==> config.mk <==
export PLATFORM = sky130hd
export DESIGN_NAME = rcs_sequencer
export DESIGN_NICKNAME = d
export VERILOG_FILES = /design/src/rtl/rcs_pkg.sv /design/src/rtl/rcs_sequencer.sv
export VERILOG_INCLUDE_DIRS = /design/src /design/src/rtl
export SDC_FILE = /design/constraint.sdc
export NUM_CORES = 1
export LEC_CHECK = 0
export ABC_CLOCK_PERIOD_IN_PS = 2230
export BUFFER_PORTS_ARGS = -buffer_cell sky130_fd_sc_hd__buf_4
export CAP_MARGIN = 30
export CORE_UTILIZATION = 25
export DETAILED_ROUTE_END_ITERATION = 6
export PLACE_DENSITY = 0.43
export RECOVER_POWER = 100
export SYNTH_ARGS = -nofsm -noshare
export SYNTH_HDL_FRONTEND = slang
export SYNTH_SLANG_ARGS = --single-unit
==> constraint.sdc <==
create_clock -name CORE_CLK -period 2.23 [get_ports CORE_CLK]
set_clock_uncertainty 0.2 [all_clocks]
set_input_delay 0.446 -clock CORE_CLK [delete_from_list [all_inputs] [get_ports CORE_CLK]]
set_output_delay 0.446 -clock CORE_CLK [all_outputs]
set_load 0.02 [all_outputs]
==> src/rtl/rcs_defines.svh <==
`ifndef RCS_DEFINES_SVH
`define RCS_DEFINES_SVH

// ----------------------------------------------------------------------------
// register byte addresses
// ----------------------------------------------------------------------------
`define RCS_ADDR_PWRCTL     12'h238
`define RCS_POWER_CONTROL_FLAGS_INDEX      8'h8E
`define RCS_ADDR_STATUS     12'h000
`define RCS_ADDR_CTRL       12'h004
`define RCS_ADDR_IRQ_STAT   12'h008
`define RCS_ADDR_IRQ_EN     12'h00C
`define RCS_ADDR_IRQ_CLR    12'h010
`define RCS_ADDR_PC         12'h014

// ----------------------------------------------------------------------------
// field positions
// ----------------------------------------------------------------------------
`define RCS_POWER_CONTROL_FLAGS_POR_BIT    1
`define RCS_POWER_CONTROL_FLAGS_BOR_BIT    0
`define RCS_ST_TO_BIT       4
`define RCS_ST_PD_BIT       3
`define RCS_CTRL_RUN_BIT    0
`define RCS_CTRL_SLEEP_BIT  1
`define RCS_CTRL_STAT_BIT   2
`define RCS_IRQ_W           6

// ----------------------------------------------------------------------------
// reset values and vectors
// ----------------------------------------------------------------------------
`define RCS_PC_RESET        13'h0000
`define RCS_PC_IRQ_VEC      13'h0004
`define RCS_ST_STATUS_MASK  8'hFF
`define RCS_POWER_CONTROL_FLAGS_MASK       8'h03

// ----------------------------------------------------------------------------
// timing
// ----------------------------------------------------------------------------
`define RCS_CLK_MHZ         100
`define RCS_POWERUP_TIMER_MS         64
`define RCS_POWERUP_TIMER_CYCLES     (`RCS_POWERUP_TIMER_MS * 1000 * `RCS_CLK_MHZ)
`define RCS_OST_CYCLES      1024

`endif

==> src/rtl/rcs_pkg.sv <==
package rcs_pkg;
  typedef enum logic [2:0]
  {
    RCS_ST_OFF   = 3'h0,
    RCS_ST_POWERUP_TIMER  = 3'h1,
    RCS_ST_OST   = 3'h3,
    RCS_ST_PIN   = 3'h2,
    RCS_ST_RUN   = 3'h6,
    RCS_ST_SLEEP = 3'h7
  } rcs_state_t;
endpackage : rcs_pkg

==> src/rtl/rcs_sequencer.sv <==
// Contract
// - watchdog expiry without clear resets device
// - watchdog reset: timeout cleared, pc zero
// - run only after timers and pin release
// - disabled powerup timer adds no delay
// - timeouts from power-on; late pin runs immediately
// - power-on: poweron clear, timeout/powerdown set
// - brown-out: brownout clear, timeout/powerdown set
// - pin reset running: flags unchanged, pc zero
// - pin reset asleep: timeout set, powerdown clear
// - watchdog asleep wakes, clears both flags
// - irq wake: timeout set, powerdown clear
// - irq wake with enable: next, then vector
// - power control: two flags, upper bits zero
// - unimplemented status bits read zero
// - status and power flags update together
// - powerup timer holds reset 64 ms
// - timer cfg set disables, clear enables
// - select zero internal, one pin reset
`include "rcs_defines.svh"

module rcs_sequencer #(
  parameter int POWERUP_TIMER_CYCLES = `RCS_POWERUP_TIMER_CYCLES,
  parameter int OST_CYCLES  = `RCS_OST_CYCLES
) (
  input  wire logic        CORE_CLK,
  input  wire logic        RST_N,
  input  wire logic        POR_EVENT,
  input  wire logic        BOR_EVENT,
  input  wire logic        EXT_RESET_PIN_N,
  input  wire logic        EXT_RESET_SELECT,
  input  wire logic        POWERUP_TIMER_CFG,
  input  wire logic        WATCHDOG_EXPIRE,
  input  wire logic        WATCHDOG_CLEAR_INSTR,
  input  wire logic        SLEEP_INSTR,
  input  wire logic        IRQ_WAKE,
  input  wire logic        GLOBAL_IRQ_ENABLE,
  input  wire logic        PSEL,
  input  wire logic        PENABLE,
  input  wire logic        PWRITE,
  input  wire logic [11:0] PADDR,
  input  wire logic [31:0] PWDATA,
  output logic      [31:0] PRDATA,
  output logic             PREADY,
  output logic             PSLVERR,
  output logic             CORE_RUN,
  output logic             CORE_RESET_N,
  output logic             IRQ
);

  // --------------------------------------------------------------------------
  // pin synchroniser and sequencer state
  // --------------------------------------------------------------------------
  logic             pin_meta_reg;
  logic             pin_sync_reg;
  logic             pin_low;
  rcs_pkg::rcs_state_t state_reg;
  logic [31:0]      cnt_reg;
  logic [12:0]      pc_reg;
  logic             vec_pend_reg;
  logic [7:0]       status_reg;
  logic [1:0]       power_control_flags_reg;
  logic [`RCS_IRQ_W-1:0] irq_stat_reg;
  logic [`RCS_IRQ_W-1:0] irq_en_reg;
  logic [`RCS_IRQ_W-1:0] irq_ev;
  logic             wr_en;
  logic             rd_en;
  logic             mapped;
  logic             wd_reset;
  logic             wd_wake;
  logic             pin_reset_run;
  logic             pin_reset_sleep;
  logic             irq_wakeup;

  function automatic logic addr_hit(input logic [11:0] a, input logic [11:0] ref_a);
    addr_hit = (a == ref_a);
  endfunction : addr_hit

  always_ff @(posedge CORE_CLK or negedge RST_N)
  begin
    if (!RST_N)
    begin
      pin_meta_reg <= 1'b1;
      pin_sync_reg <= 1'b1;
    end
    else
    begin
      pin_meta_reg <= EXT_RESET_PIN_N;
      pin_sync_reg <= pin_meta_reg;
    end
  end

  // internal reset when select is zero: pin ignored
  assign pin_low = EXT_RESET_SELECT & ~pin_sync_reg;

  // --------------------------------------------------------------------------
  // reset and wake events
  // --------------------------------------------------------------------------
  wire running  = (state_reg == rcs_pkg::RCS_ST_RUN);
  wire sleeping = (state_reg == rcs_pkg::RCS_ST_SLEEP);
  // clear instruction in the same cycle rescues the core
  assign wd_reset        = running & WATCHDOG_EXPIRE & ~WATCHDOG_CLEAR_INSTR;
  assign wd_wake         = sleeping & WATCHDOG_EXPIRE;
  assign pin_reset_run   = running & pin_low;
  assign pin_reset_sleep = sleeping & pin_low;
  assign irq_wakeup      = sleeping & IRQ_WAKE & ~pin_low & ~WATCHDOG_EXPIRE;

  // --------------------------------------------------------------------------
  // start-up sequencer
  // --------------------------------------------------------------------------
  always_ff @(posedge CORE_CLK or negedge RST_N)
  begin
    if (!RST_N)
    begin
      state_reg <= rcs_pkg::RCS_ST_OFF;
      cnt_reg   <= 32'h0000_0000;
    end
    else if (POR_EVENT || BOR_EVENT)
    begin
      // timers restart from the power-on pulse, whatever the pin does
      state_reg <= rcs_pkg::RCS_ST_OFF;
      cnt_reg   <= 32'h0000_0000;
    end
    else
    begin
      case (state_reg)
        rcs_pkg::RCS_ST_OFF:
        begin
          cnt_reg <= 32'h0000_0000;
          if (POWERUP_TIMER_CFG)
            state_reg <= rcs_pkg::RCS_ST_OST;
          else
            state_reg <= rcs_pkg::RCS_ST_POWERUP_TIMER;
        end
        rcs_pkg::RCS_ST_POWERUP_TIMER:
        begin
          if (cnt_reg >= 32'(POWERUP_TIMER_CYCLES - 1))
          begin
            cnt_reg   <= 32'h0000_0000;
            state_reg <= rcs_pkg::RCS_ST_OST;
          end
          else
            cnt_reg <= cnt_reg + 32'h0000_0001;
        end
        rcs_pkg::RCS_ST_OST:
        begin
          if (cnt_reg >= 32'(OST_CYCLES - 1))
          begin
            cnt_reg   <= 32'h0000_0000;
            state_reg <= rcs_pkg::RCS_ST_PIN;
          end
          else
            cnt_reg <= cnt_reg + 32'h0000_0001;
        end
        rcs_pkg::RCS_ST_PIN:
        begin
          if (!pin_low)
            state_reg <= rcs_pkg::RCS_ST_RUN;
        end
        rcs_pkg::RCS_ST_RUN:
        begin
          // pin and watchdog resets restart without timers
          if (wd_reset || pin_reset_run)
            state_reg <= rcs_pkg::RCS_ST_PIN;
          else if (SLEEP_INSTR)
            state_reg <= rcs_pkg::RCS_ST_SLEEP;
        end
        rcs_pkg::RCS_ST_SLEEP:
        begin
          if (pin_reset_sleep)
            state_reg <= rcs_pkg::RCS_ST_PIN;
          else if (wd_wake || irq_wakeup)
            state_reg <= rcs_pkg::RCS_ST_RUN;
        end
        default:
          state_reg <= rcs_pkg::RCS_ST_OFF;
      endcase
    end
  end

  // --------------------------------------------------------------------------
  // program counter: zero on resets, +1 on wake, vector after irq wake with global enable
  // --------------------------------------------------------------------------
  always_ff @(posedge CORE_CLK or negedge RST_N)
  begin
    if (!RST_N)
    begin
      pc_reg       <= `RCS_PC_RESET;
      vec_pend_reg <= 1'b0;
    end
    else if (POR_EVENT || BOR_EVENT || wd_reset || pin_reset_run || pin_reset_sleep)
    begin
      pc_reg       <= `RCS_PC_RESET;
      vec_pend_reg <= 1'b0;
    end
    else if (wd_wake || irq_wakeup)
    begin
      pc_reg       <= pc_reg + 13'h0001;
      vec_pend_reg <= irq_wakeup & GLOBAL_IRQ_ENABLE;
    end
    else if (vec_pend_reg && running)
    begin
      // next instruction has executed; now take the vector
      pc_reg       <= `RCS_PC_IRQ_VEC;
      vec_pend_reg <= 1'b0;
    end
  end

  // --------------------------------------------------------------------------
  // apb slave, one wait state
  // --------------------------------------------------------------------------
  // write lands only at the edge where the master sees ready
  assign wr_en  = PSEL & PENABLE & PWRITE & PREADY;
  assign rd_en  = PSEL & PENABLE & ~PWRITE;
  assign mapped = addr_hit(PADDR, `RCS_ADDR_PWRCTL) | addr_hit(PADDR, `RCS_ADDR_STATUS)
                | addr_hit(PADDR, `RCS_ADDR_CTRL) | addr_hit(PADDR, `RCS_ADDR_IRQ_STAT)
                | addr_hit(PADDR, `RCS_ADDR_IRQ_EN) | addr_hit(PADDR, `RCS_ADDR_IRQ_CLR)
                | addr_hit(PADDR, `RCS_ADDR_PC);

  // --------------------------------------------------------------------------
  // status and power control flags, updated in the same edge
  // --------------------------------------------------------------------------
  always_ff @(posedge CORE_CLK or negedge RST_N)
  begin
    if (!RST_N)
    begin
      status_reg <= 8'h18;
      power_control_flags_reg   <= 2'h0;
    end
    else if (POR_EVENT)
    begin
      status_reg <= 8'h18;
      power_control_flags_reg[`RCS_POWER_CONTROL_FLAGS_POR_BIT] <= 1'b0;
    end
    else if (BOR_EVENT)
    begin
      status_reg <= 8'h18;
      power_control_flags_reg[`RCS_POWER_CONTROL_FLAGS_BOR_BIT] <= 1'b0;
    end
    else if (wd_reset)
      status_reg <= {4'h0, status_reg[3:0]};
    else if (pin_reset_run)
      status_reg <= {3'h0, status_reg[4:0]};
    else if (pin_reset_sleep)
      status_reg <= {4'h1, 1'b0, status_reg[2:0]};
    else if (wd_wake)
      status_reg <= {status_reg[7:5], 2'b00, status_reg[2:0]};
    else if (irq_wakeup)
      status_reg <= {status_reg[7:5], 2'b10, status_reg[2:0]};
    else if (wr_en && addr_hit(PADDR, `RCS_ADDR_PWRCTL))
      power_control_flags_reg <= PWDATA[1:0];
    else if (wr_en && addr_hit(PADDR, `RCS_ADDR_STATUS))
      // timeout and powerdown are hardware owned
      status_reg <= {PWDATA[7:5], status_reg[4:3], PWDATA[2:0]};
  end

  // --------------------------------------------------------------------------
  // sticky events; set wins over clear
  // --------------------------------------------------------------------------
  assign irq_ev = {irq_wakeup, wd_wake, pin_reset_run | pin_reset_sleep, wd_reset, BOR_EVENT, POR_EVENT};

  always_ff @(posedge CORE_CLK or negedge RST_N)
  begin
    if (!RST_N)
    begin
      irq_stat_reg <= '0;
      irq_en_reg   <= '0;
    end
    else
    begin
      if (wr_en && addr_hit(PADDR, `RCS_ADDR_IRQ_EN))
        irq_en_reg <= PWDATA[`RCS_IRQ_W-1:0];
      if (wr_en && addr_hit(PADDR, `RCS_ADDR_IRQ_CLR))
        irq_stat_reg <= (irq_stat_reg & ~PWDATA[`RCS_IRQ_W-1:0]) | irq_ev;
      else
        irq_stat_reg <= irq_stat_reg | irq_ev;
    end
  end

  // --------------------------------------------------------------------------
  // registered outputs
  // --------------------------------------------------------------------------
  always_ff @(posedge CORE_CLK or negedge RST_N)
  begin
    if (!RST_N)
    begin
      PRDATA  <= 32'h0000_0000;
      PREADY  <= 1'b0;
      PSLVERR <= 1'b0;
    end
    else
    begin
      // ready is a registered pulse: one wait state per access
      PREADY  <= PSEL & PENABLE & ~PREADY;
      PSLVERR <= PSEL & PENABLE & ~PREADY & ~mapped;
      PRDATA  <= 32'h0000_0000;
      if (rd_en && !PREADY)
      begin
        case (PADDR)
          `RCS_ADDR_PWRCTL:   PRDATA <= {30'h0, power_control_flags_reg};
          `RCS_ADDR_STATUS:   PRDATA <= {24'h0, status_reg};
          `RCS_ADDR_CTRL:     PRDATA <= {29'h0, state_reg};
          `RCS_ADDR_IRQ_STAT: PRDATA <= {26'h0, irq_stat_reg};
          `RCS_ADDR_IRQ_EN:   PRDATA <= {26'h0, irq_en_reg};
          `RCS_ADDR_PC:       PRDATA <= {19'h0, pc_reg};
          default:            PRDATA <= 32'h0000_0000;
        endcase
      end
    end
  end

  always_ff @(posedge CORE_CLK or negedge RST_N)
  begin
    if (!RST_N)
    begin
      CORE_RUN     <= 1'b0;
      CORE_RESET_N <= 1'b0;
      IRQ          <= 1'b0;
    end
    else
    begin
      CORE_RUN     <= running;
      CORE_RESET_N <= running | sleeping;
      IRQ          <= |(irq_stat_reg & irq_en_reg);
    end
  end

endmodule : rcs_sequencer

==> implementation parameters, run 1 <==
Parameter                              Value

Status
  Result of the run    finished with violations
  Violations in the final reports    setup timing

Logic synthesis
  Post-synthesis compound-gate area fraction    0.170
  Proportion of synthesized chip area in sequential cells    0.473
  Yosys cell types    69
  FFs w/ async S/R, synth    1.00
  Yosys Warn Count    0
  Count of flip-flops with a built-in enable after synthesis    0
  Average instance area after synthesis    9.54 um^2
  Number of synthesized register bits    91
  Adder-cell share of the synthesized area    0.00518
  Leading register cell type out of synthesis    dfrtp_1
  Cell types occupying the most area after synthesis    dfrtp_1, nor2_1, nand2_1
  Gate count of the mapped netlist    506
  Share of cell area taken by muxes after synthesis    0.0319
  Area share of the largest cell type after synthesis    0.451
  Library cell occupying the most area in the post-synthesis netlist    dfrtp_1
  Netlist area before placement    0.00483 mm^2
  Main combinational cell family by area after synthesis    simple AND/OR/NAND/NOR gates
  Post-synthesis simple-gate area fraction    0.240
  Post-synthesis share of cell area spent on xor and xnor gates    0.0308

Floorplanning
  Core Area    0.0188 mm^2
  Height of the die    141 um
  Total Die Area    0.0199 mm^2
  Starting utilization of the core area    0.256
  Ports    96
  Die width    141 um
  Number of cell rows    50

Critical path
  Worst EP arrival    2.31 ns
  CP startpoint kind    register
  Required @ worst endpoint    2.26 ns
  Worst Setup End Kind    register
  Critical path type    reg2reg
  Path depth of the worst reg2reg path    7
  FF-to-FF setup slack    -0.04 ns
  Origin of the critical flop-to-flop path    cnt_reg[17]$_DFFE_PN0P_
  Worst reg2reg path endpoint    cnt_reg[8]$_DFFE_PN0P_
  Max Fanout on Critical Path    6

Power and ir drop
  Leakage power summed over all cells    2.75 nW
  Register share of total power    0.476
  Combinational share of power    0.096
  Cell area power density    555 mW/mm^2
  Net Sw Frac    0.268
  Worst IR drop on VDD    362 uV
  Switching pwr    947 uW
  Clock share of power    0.428
  Total chip power    3.54 mW
  Pint    2.59 mW

Clock tree
  Worst-path clk slew    0.08 ns
  Clock tree root buffer cell    clkbuf_16
  Maximum clock path buffer count    2
  Depth of the CTS H-tree    3
  Number of clock sinks seen by CTS    91
  Clk_lat worst skew    0.35 ns
  CTS tree    done
  Clock buffer count from CTS    9

Route
  Average wire per cell in the routed design    15.3 um
  Detail Route Antenna Nets    0
  Iteration-0 DRC count of the detailed router    206
  Number of vias per cell after detailed routing    4.77
  Routed WL    13.8 mm
  DRC errors left    0
  First-pass DRT Iterations    5
  DR vias    4301

GRT
  Number of global-route vias before repair    4259
  Pin count of the biggest net entering global routing    36
  Antenna violations before repair    0
  Total routing usage reported by global routing    0.143
  Wire length of the first global-routing pass    22.3 mm
  GR Overflow Total    0

Hold path
  Min-Delay Startpoint    POR_EVENT
  HP Class    in2reg
  Cells on Worst Hold Path    2
  Worst hold path endpoint    power_control_flags_reg[1]$_DFFE_PN0P_

Timing
  Unrepaired setup endpoints after global routing    true
  Portion of the clock cycle consumed by the worst path in the final layout    1.02
  Final-report max-slew violation count    0
  Achievable clock frequency    440 MHz
  Setup slack after layout    -0.0435 ns
  Total negative slack for setup checks    -0.379 ns
  Normalized max-slew margin    0.396
  Count of final setup violators    23
  Number of hold-slack violations in the final timing report    0
  Worst-Margin Slew    0.906 ns
  Hold slack final    0.0737 ns
  Final critical-path required period    2.27 ns

Placed design
  Final Wtd Congestion    0.831
  Count of placed standard cells including taps    876
  Buffers added on ports    52
  Detailed-placement wirelength estimate    10.3 mm
  Place WS    -0.159 ns

Finish
  Antenna Cells    0
  Nets@finish    697
  Max FFs per register    32
  Commonest cells after routing, fill and taps aside    buf_4, dfrtp_1, nor2_1, nand2_1, o21ai_0
  Final Instance Count excl. Fillers    901
  Most common cell after layout, fill and taps aside    buf_4
  Share of final-layout standard cells stronger than drive strength 1    0.264
  Layout Area Growth over Synthesis    32.0%

Run
  Max-cap violations    0
==> repair_timing <==
action | CTS | global route
pin swaps | 10 | 7
hold buffers | 2 | 0
setup buffers | 5 | 2
gates resized for setup | 9 | 13
endpoints found under the setup margin | 31 | 37
hold endpoints to repair | 31 | 0
==> stage by stage <==
stage | instance area (um^2) | utilization
4_1_cts | 6430 | 0.342
3_3_place_gp | 6040 | 0.321
3_5_place_dp | 6040 | 0.321
5_1_grt | 6370 | 0.339
2_1_floorplan | 4930 | -
6_report | 6370 | 0.339
==> metal layers <==
layer / track usage / part of all wire
met2: 0.239 / 0.48
met1: 0.185 / 0.46
met5: 0 / 0
met4: 0.0343 / 0.0091
met3: 0.0367 / 0.047
==> cells in the mapped netlist, drive strengths merged, types with 3 or more instances <==
| cell | count |
|---|---|
| dfrtp | 87 |
| nor2 | 73 |
| nand2 | 49 |
| o21ai | 31 |
| nand3 | 23 |
| nor3 | 23 |
| buf | 21 |
| and3 | 15 |
| clkbuf | 14 |
| nand4 | 12 |
| a22o | 11 |
| nor4 | 11 |
| xnor2 | 11 |
| a22oi | 9 |
| mux2 | 9 |
| o31ai | 8 |
| a21oi | 7 |
| inv | 7 |
| xor2 | 6 |
| a21o | 5 |
| a222oi | 5 |
| nand2b | 5 |
| dfstp | 4 |
| o41ai | 4 |
| a31oi | 3 |
| a32o | 3 |
| and4 | 3 |
| mux2i | 3 |
| or3 | 3 |
==> worst max-delay path by stage <==
| stage | start | endpoint | slack (ns) | cells past startpoint |
|---|---|---|---|---|
| 2_1_floorplan | cnt_reg[19]$_DFFE_PN0P_ | cnt_reg[8]$_DFFE_PN0P_ | -0.007 | 6 |
| 3_3_place_gp | PADDR[6] | status_reg[5]$_DFFE_PN0P_ | -0.14 | 8 |
| 3_5_place_dp | PADDR[6] | status_reg[7]$_DFFE_PN0P_ | -0.16 | 8 |
| 4_1_cts | cnt_reg[1]$_DFFE_PN0P_ | cnt_reg[5]$_DFFE_PN0P_ | -0.09 | 8 |
| 5_1_grt | cnt_reg[17]$_DFFE_PN0P_ | cnt_reg[8]$_DFFE_PN0P_ | -0.13 | 7 |
| 6_report | cnt_reg[17]$_DFFE_PN0P_ | cnt_reg[8]$_DFFE_PN0P_ | -0.04 | 7 |
==> power by group through the flow <==
stage	combinational, mW	clock [mW]	sequential, mW
after floorplan	0.174	0	1.71
after global placement	0.338	0	1.71
after detailed placement	0.341	0	1.71
after CTS	0.357	1.57	1.68
after global routing	0.374	1.64	1.68
final	0.341	1.51	1.68
==> cell families after synthesis <==
family                   after synthesis
other                                  1
buffers and inverters                 43
adder cells (fa/ha/maj)                2
multiplexers                          13
XOR/XNOR                              17
AND/OR/NAND/NOR                      233
AO/OA/AOI/OAI                        106
flip-flops                            91
==> area by class of cell <==
cell class | instances | area (um^2)
timing repair buffer | 136 | 941
multi-input combinational | 390 | 2500
clock buffer | 9 | 225
tap | 260 | 325
fill | 1985 | 12500
clock inverter | 7 | 65.1
sequential | 91 | 2280
inverter | 8 | 30.0
==> critical path: stages, from the launching register on <==
cell       delay (ns)
dfrtp_1          0.41
nor3_4           0.24
nand3_2          0.13
o41ai_4          0.46
a2bb2oi_4        0.26
buf_12           0.15
nor3_2           0.04
a221o_1          0.26
No activity file was read; power rests on OpenSTA's default activity.
==> run 2, diff against run 1 <==
Settings changed: ABC_AREA set to 1.
==> run 2 against run 1 <==
The run now ends clean. Worst setup slack gained 0.24 ns. Fmax grew 12%. Largest power group unchanged. Count of clock-buffer cells in the layout is 2 higher. Final area down 0.80%. Sequential share of layout area is 0.27 points higher. Clock power increased by 9%. Critical path type unchanged. Hold slack better by 0.068 ns.
==> implementation parameters, run 2 <==
Parameter                              Value

Power and ir drop
  Switching pwr    897 uW (-5.2%)
  Register share of total power    0.466 (-0.010)
  Combinational share of power    0.075 (-0.021)
  Cell area power density    570 mW/mm^2 (+2.8%)
  Leakage power summed over all cells    2.93 nW (+6.4%)
  Worst IR drop on VDD    445 uV (+23%)
  Clock share of power    0.459 (+0.031)
  Net Sw Frac    0.249 (-0.0190)
  Pint    2.71 mW (+4.7%)

GRT
  Antenna violations before repair    0 (unchanged)
  GR Overflow Total    0 (unchanged)
  Met3 global-route usage    0.0332 (-0.00345)
  Wire length of the first global-routing pass    23.8 mm (+6.8%)
  Pin count of the biggest net entering global routing    29 (-19%)
  Total routing usage reported by global routing    0.141 (-0.00248)
  Routing usage on met2    0.231 (-0.00867)
  Number of global-route vias before repair    4533 (+6.4%)
  Busiest metal layer after global routing    met2
  M1 GR Usage    0.187 (+0.00266)

Logic synthesis
  Netlist area before placement    0.00528 mm^2 (+9.3%)
  Gate count of the mapped netlist    691 (+37%)
  Leading register cell type out of synthesis    dfrtp_1
  Count of flip-flops with a built-in enable after synthesis    0 (unchanged)
  Leading cell types by count after synthesis    nand2_1, nor2_1, inv_1, dfrtp_1, nand3_1
  Yosys cell types    41 (-41%)
  Average instance area after synthesis    7.64 um^2 (-20%)
  Yosys Warn Count    0 (unchanged)
  Leading cell type by number of instances after synthesis    nand2_1
  Proportion of synthesized chip area in sequential cells    0.432 (-0.0403)
  Cell types occupying the most area after synthesis    dfrtp_1, nand2_1, nor2_1
  Library cell occupying the most area in the post-synthesis netlist    dfrtp_1
  Number of synthesized register bits    91 (unchanged)
  FFs w/ async S/R, synth    1.00 (unchanged)
  Area share of the largest cell type after synthesis    0.412 (-0.0385)

Clock tree
  Maximum clock path buffer count    2 (unchanged)
  Post-CTS Repair Setup Buffers    0 (-5)
  CTS tree    done
  Clock tree root buffer cell    clkbuf_16
  Number of clock sinks seen by CTS    91 (unchanged)
  Clock buffer count from CTS    9 (unchanged)
  Clk_lat worst skew    0.35 ns (about the same)
  Depth of the CTS H-tree    3 (unchanged)
  Worst-path clk slew    0.07 ns (about the same)

Critical path
  Critical path type    reg2reg
  Max Fanout on Critical Path    7 (+1)
  Required @ worst endpoint    2.27 ns (about the same)
  Worst setup startpoint    state_reg[2]$_DFFE_PN0P_
  Origin of the critical flop-to-flop path    state_reg[2]$_DFFE_PN0P_
  Worst Setup End Kind    register
  Worst EP arrival    2.08 ns (-0.23 ns)
  CP startpoint kind    register

Route
  DRC errors left    0 (unchanged)
  Number of vias per cell after detailed routing    4.27 (-10%)
  DR vias    4500 (+4.6%)
  Average wire per cell in the routed design    13.3 um (-13%)
  First-pass DRT Iterations    5 (unchanged)
  Detail Route Antenna Nets    0 (unchanged)
  Iteration-0 DRC count of the detailed router    200 (-2.9%)
  Routed WL    14.0 mm (+1.9%)

Placed design
  Detailed-placement wirelength estimate    10.8 mm (+4.9%)
  Final Wtd Congestion    0.773 (-7.0%)
  Buffers added on ports    52 (unchanged)
  Place WS    0.0731 ns (+0.232 ns)

Finish
  Layout filler cell count    2253 (+14%)
  Max FFs per register    32 (unchanged)
  Multi-input logic area    0.00245 mm^2 (-2.3%)
  Share of final-layout standard cells stronger than drive strength 1    0.161 (-0.103)
  Antenna Cells    0 (unchanged)
  Nets@finish    839 (+20%)
  Layout Area Growth over Synthesis    19.8%
  Commonest cells after routing, fill and taps aside    nand2_1, nor2_1, inv_1, dfrtp_1, buf_4
  Seq. cell area    0.00228 mm^2 (about the same)
  Most common cell after layout, fill and taps aside    nand2_1

Status
  Result of the run    finished clean

Hold path
  Min-Delay Startpoint    PENABLE
  HP Class    in2reg

Timing
  Count of final setup violators    0 (-100%)
  Setup slack after layout    0.193 ns (+0.237 ns)
  Unrepaired setup endpoints after global routing    false
  Normalized max-slew margin    0.471 (+0.0751)
  Total negative slack for setup checks    0 ns (+0.379 ns)
  Final-report max-slew violation count    0 (unchanged)
  Final critical-path required period    2.04 ns (-0.237 ns)
  Number of hold-slack violations in the final timing report    0 (unchanged)
  Worst-Margin Slew    0.793 ns (-0.113 ns)
  Portion of the clock cycle consumed by the worst path in the final layout    0.913 (-0.106)
  Achievable clock frequency    491 MHz (+12%)

Floorplanning
  Die width    147 um (+4.5%)
  Number of cell rows    52 (+4.0%)
  Total Die Area    0.0217 mm^2 (+9.2%)
  Ports    96 (unchanged)
  Height of the die    147 um (+4.5%)
  Core Area    0.0205 mm^2 (+8.8%)
  Starting utilization of the core area    0.258 (+0.00115)

Run
  Max-cap violations    0 (unchanged)
run 2: layer usage:
| metal | vias to the layer above | routed length [um] |
|---|---|---|
| met5 | - | 0 |
| met4 | 0 | 78 |
| met3 | 4 | 496 |
| met2 | 71 | 6570 |
| met1 | 2105 | 6890 |
| li1 | 2320 | - |
run 2: layout make-up:
| cell class | count | share of cell area |
|---|---|---|
| Clock inverter | 5 | 0.0107 |
| Tap cell | 270 | 0.0534 |
| Multi-Input combinational cell | 495 | 0.387 |
| Clock buffer | 11 | 0.0400 |
| Inverter | 96 | 0.0574 |
| Timing Repair Buffer | 85 | 0.0908 |
| Sequential cell | 91 | 0.361 |
run 2: worst paths after layout:
kind	endpoint	slack [ns]	cells past startpoint
hold reg to reg	pin_sync_reg$_DFF_PN1_	0.16	0
max in group asynchronous	status_reg[4]$_DFFE_PN1P_	0.31	3
setup / recovery	status_reg[6]$_DFFE_PN0P_	0.19	11
hold / removal	PREADY$_DFF_PN0_	0.14	3
min in group asynchronous	CORE_RESET_N$_DFF_PN0_	0.53	2
setup reg to reg	status_reg[6]$_DFFE_PN0P_	0.19	11
run 2: what timing repair did:
action | in CTS | in global routing
setup endpoints to repair | 0 | 17
resized for setup | 0 | 2
hold endpoints to repair | 23 | 0
hold buffers | 2 | 0
run 2: per-stage QoR:
step | cells | util | area (um^2) | power [mW] | hold WS [ns]
floorplan | 709 | - | 5350 | 1.87 | -0.0496
global placement | 1035 | 0.300 | 6140 | 2.00 | 0.146
detailed placement | 1035 | 0.300 | 6140 | 2.00 | 0.147
CTS | 1053 | 0.316 | 6480 | 3.69 | 0.114
global route | 1053 | 0.309 | 6320 | 3.76 | 0.140
finish | 1053 | 0.309 | 6320 | 3.61 | 0.142
run 2: critical path, cell delays in order (launching register included):
cell	delay, ns
dfrtp_1	0.49
nand2_2	0.13
nor2_1	0.24
nand2_2	0.13
nand2_4	0.11
nor2_2	0.05
nand2_4	0.15
nor2_8	0.07
inv_4	0.12
o21ai_4	0.12
nand2_2	0.08
o21ai_2	0.04
run 2: power groups by stage:
stage,logic (mW),registers (mW),clock network [mW]
final,0.270,1.68,1.65
after detailed placement,0.288,1.71,0
after CTS,0.292,1.68,1.71
after global routing,0.305,1.68,1.77
after global placement,0.288,1.71,0
after floorplan,0.156,1.72,0
run 2: kinds of logic (layout without fill, tap and decap cells):
family                   count (synthesis)  count (layout)  synth area share
XOR/XNOR                                24              24            0.0398
adder cells (fa/ha/maj)                  2               2           0.00474
flip-flops                              91              91             0.432
AND/OR/NAND/NOR                        380             380             0.330
buffers and inverters                  123             197             0.106
AO/OA/AOI/OAI                           70              70            0.0872
other                                    1              19          0.000710
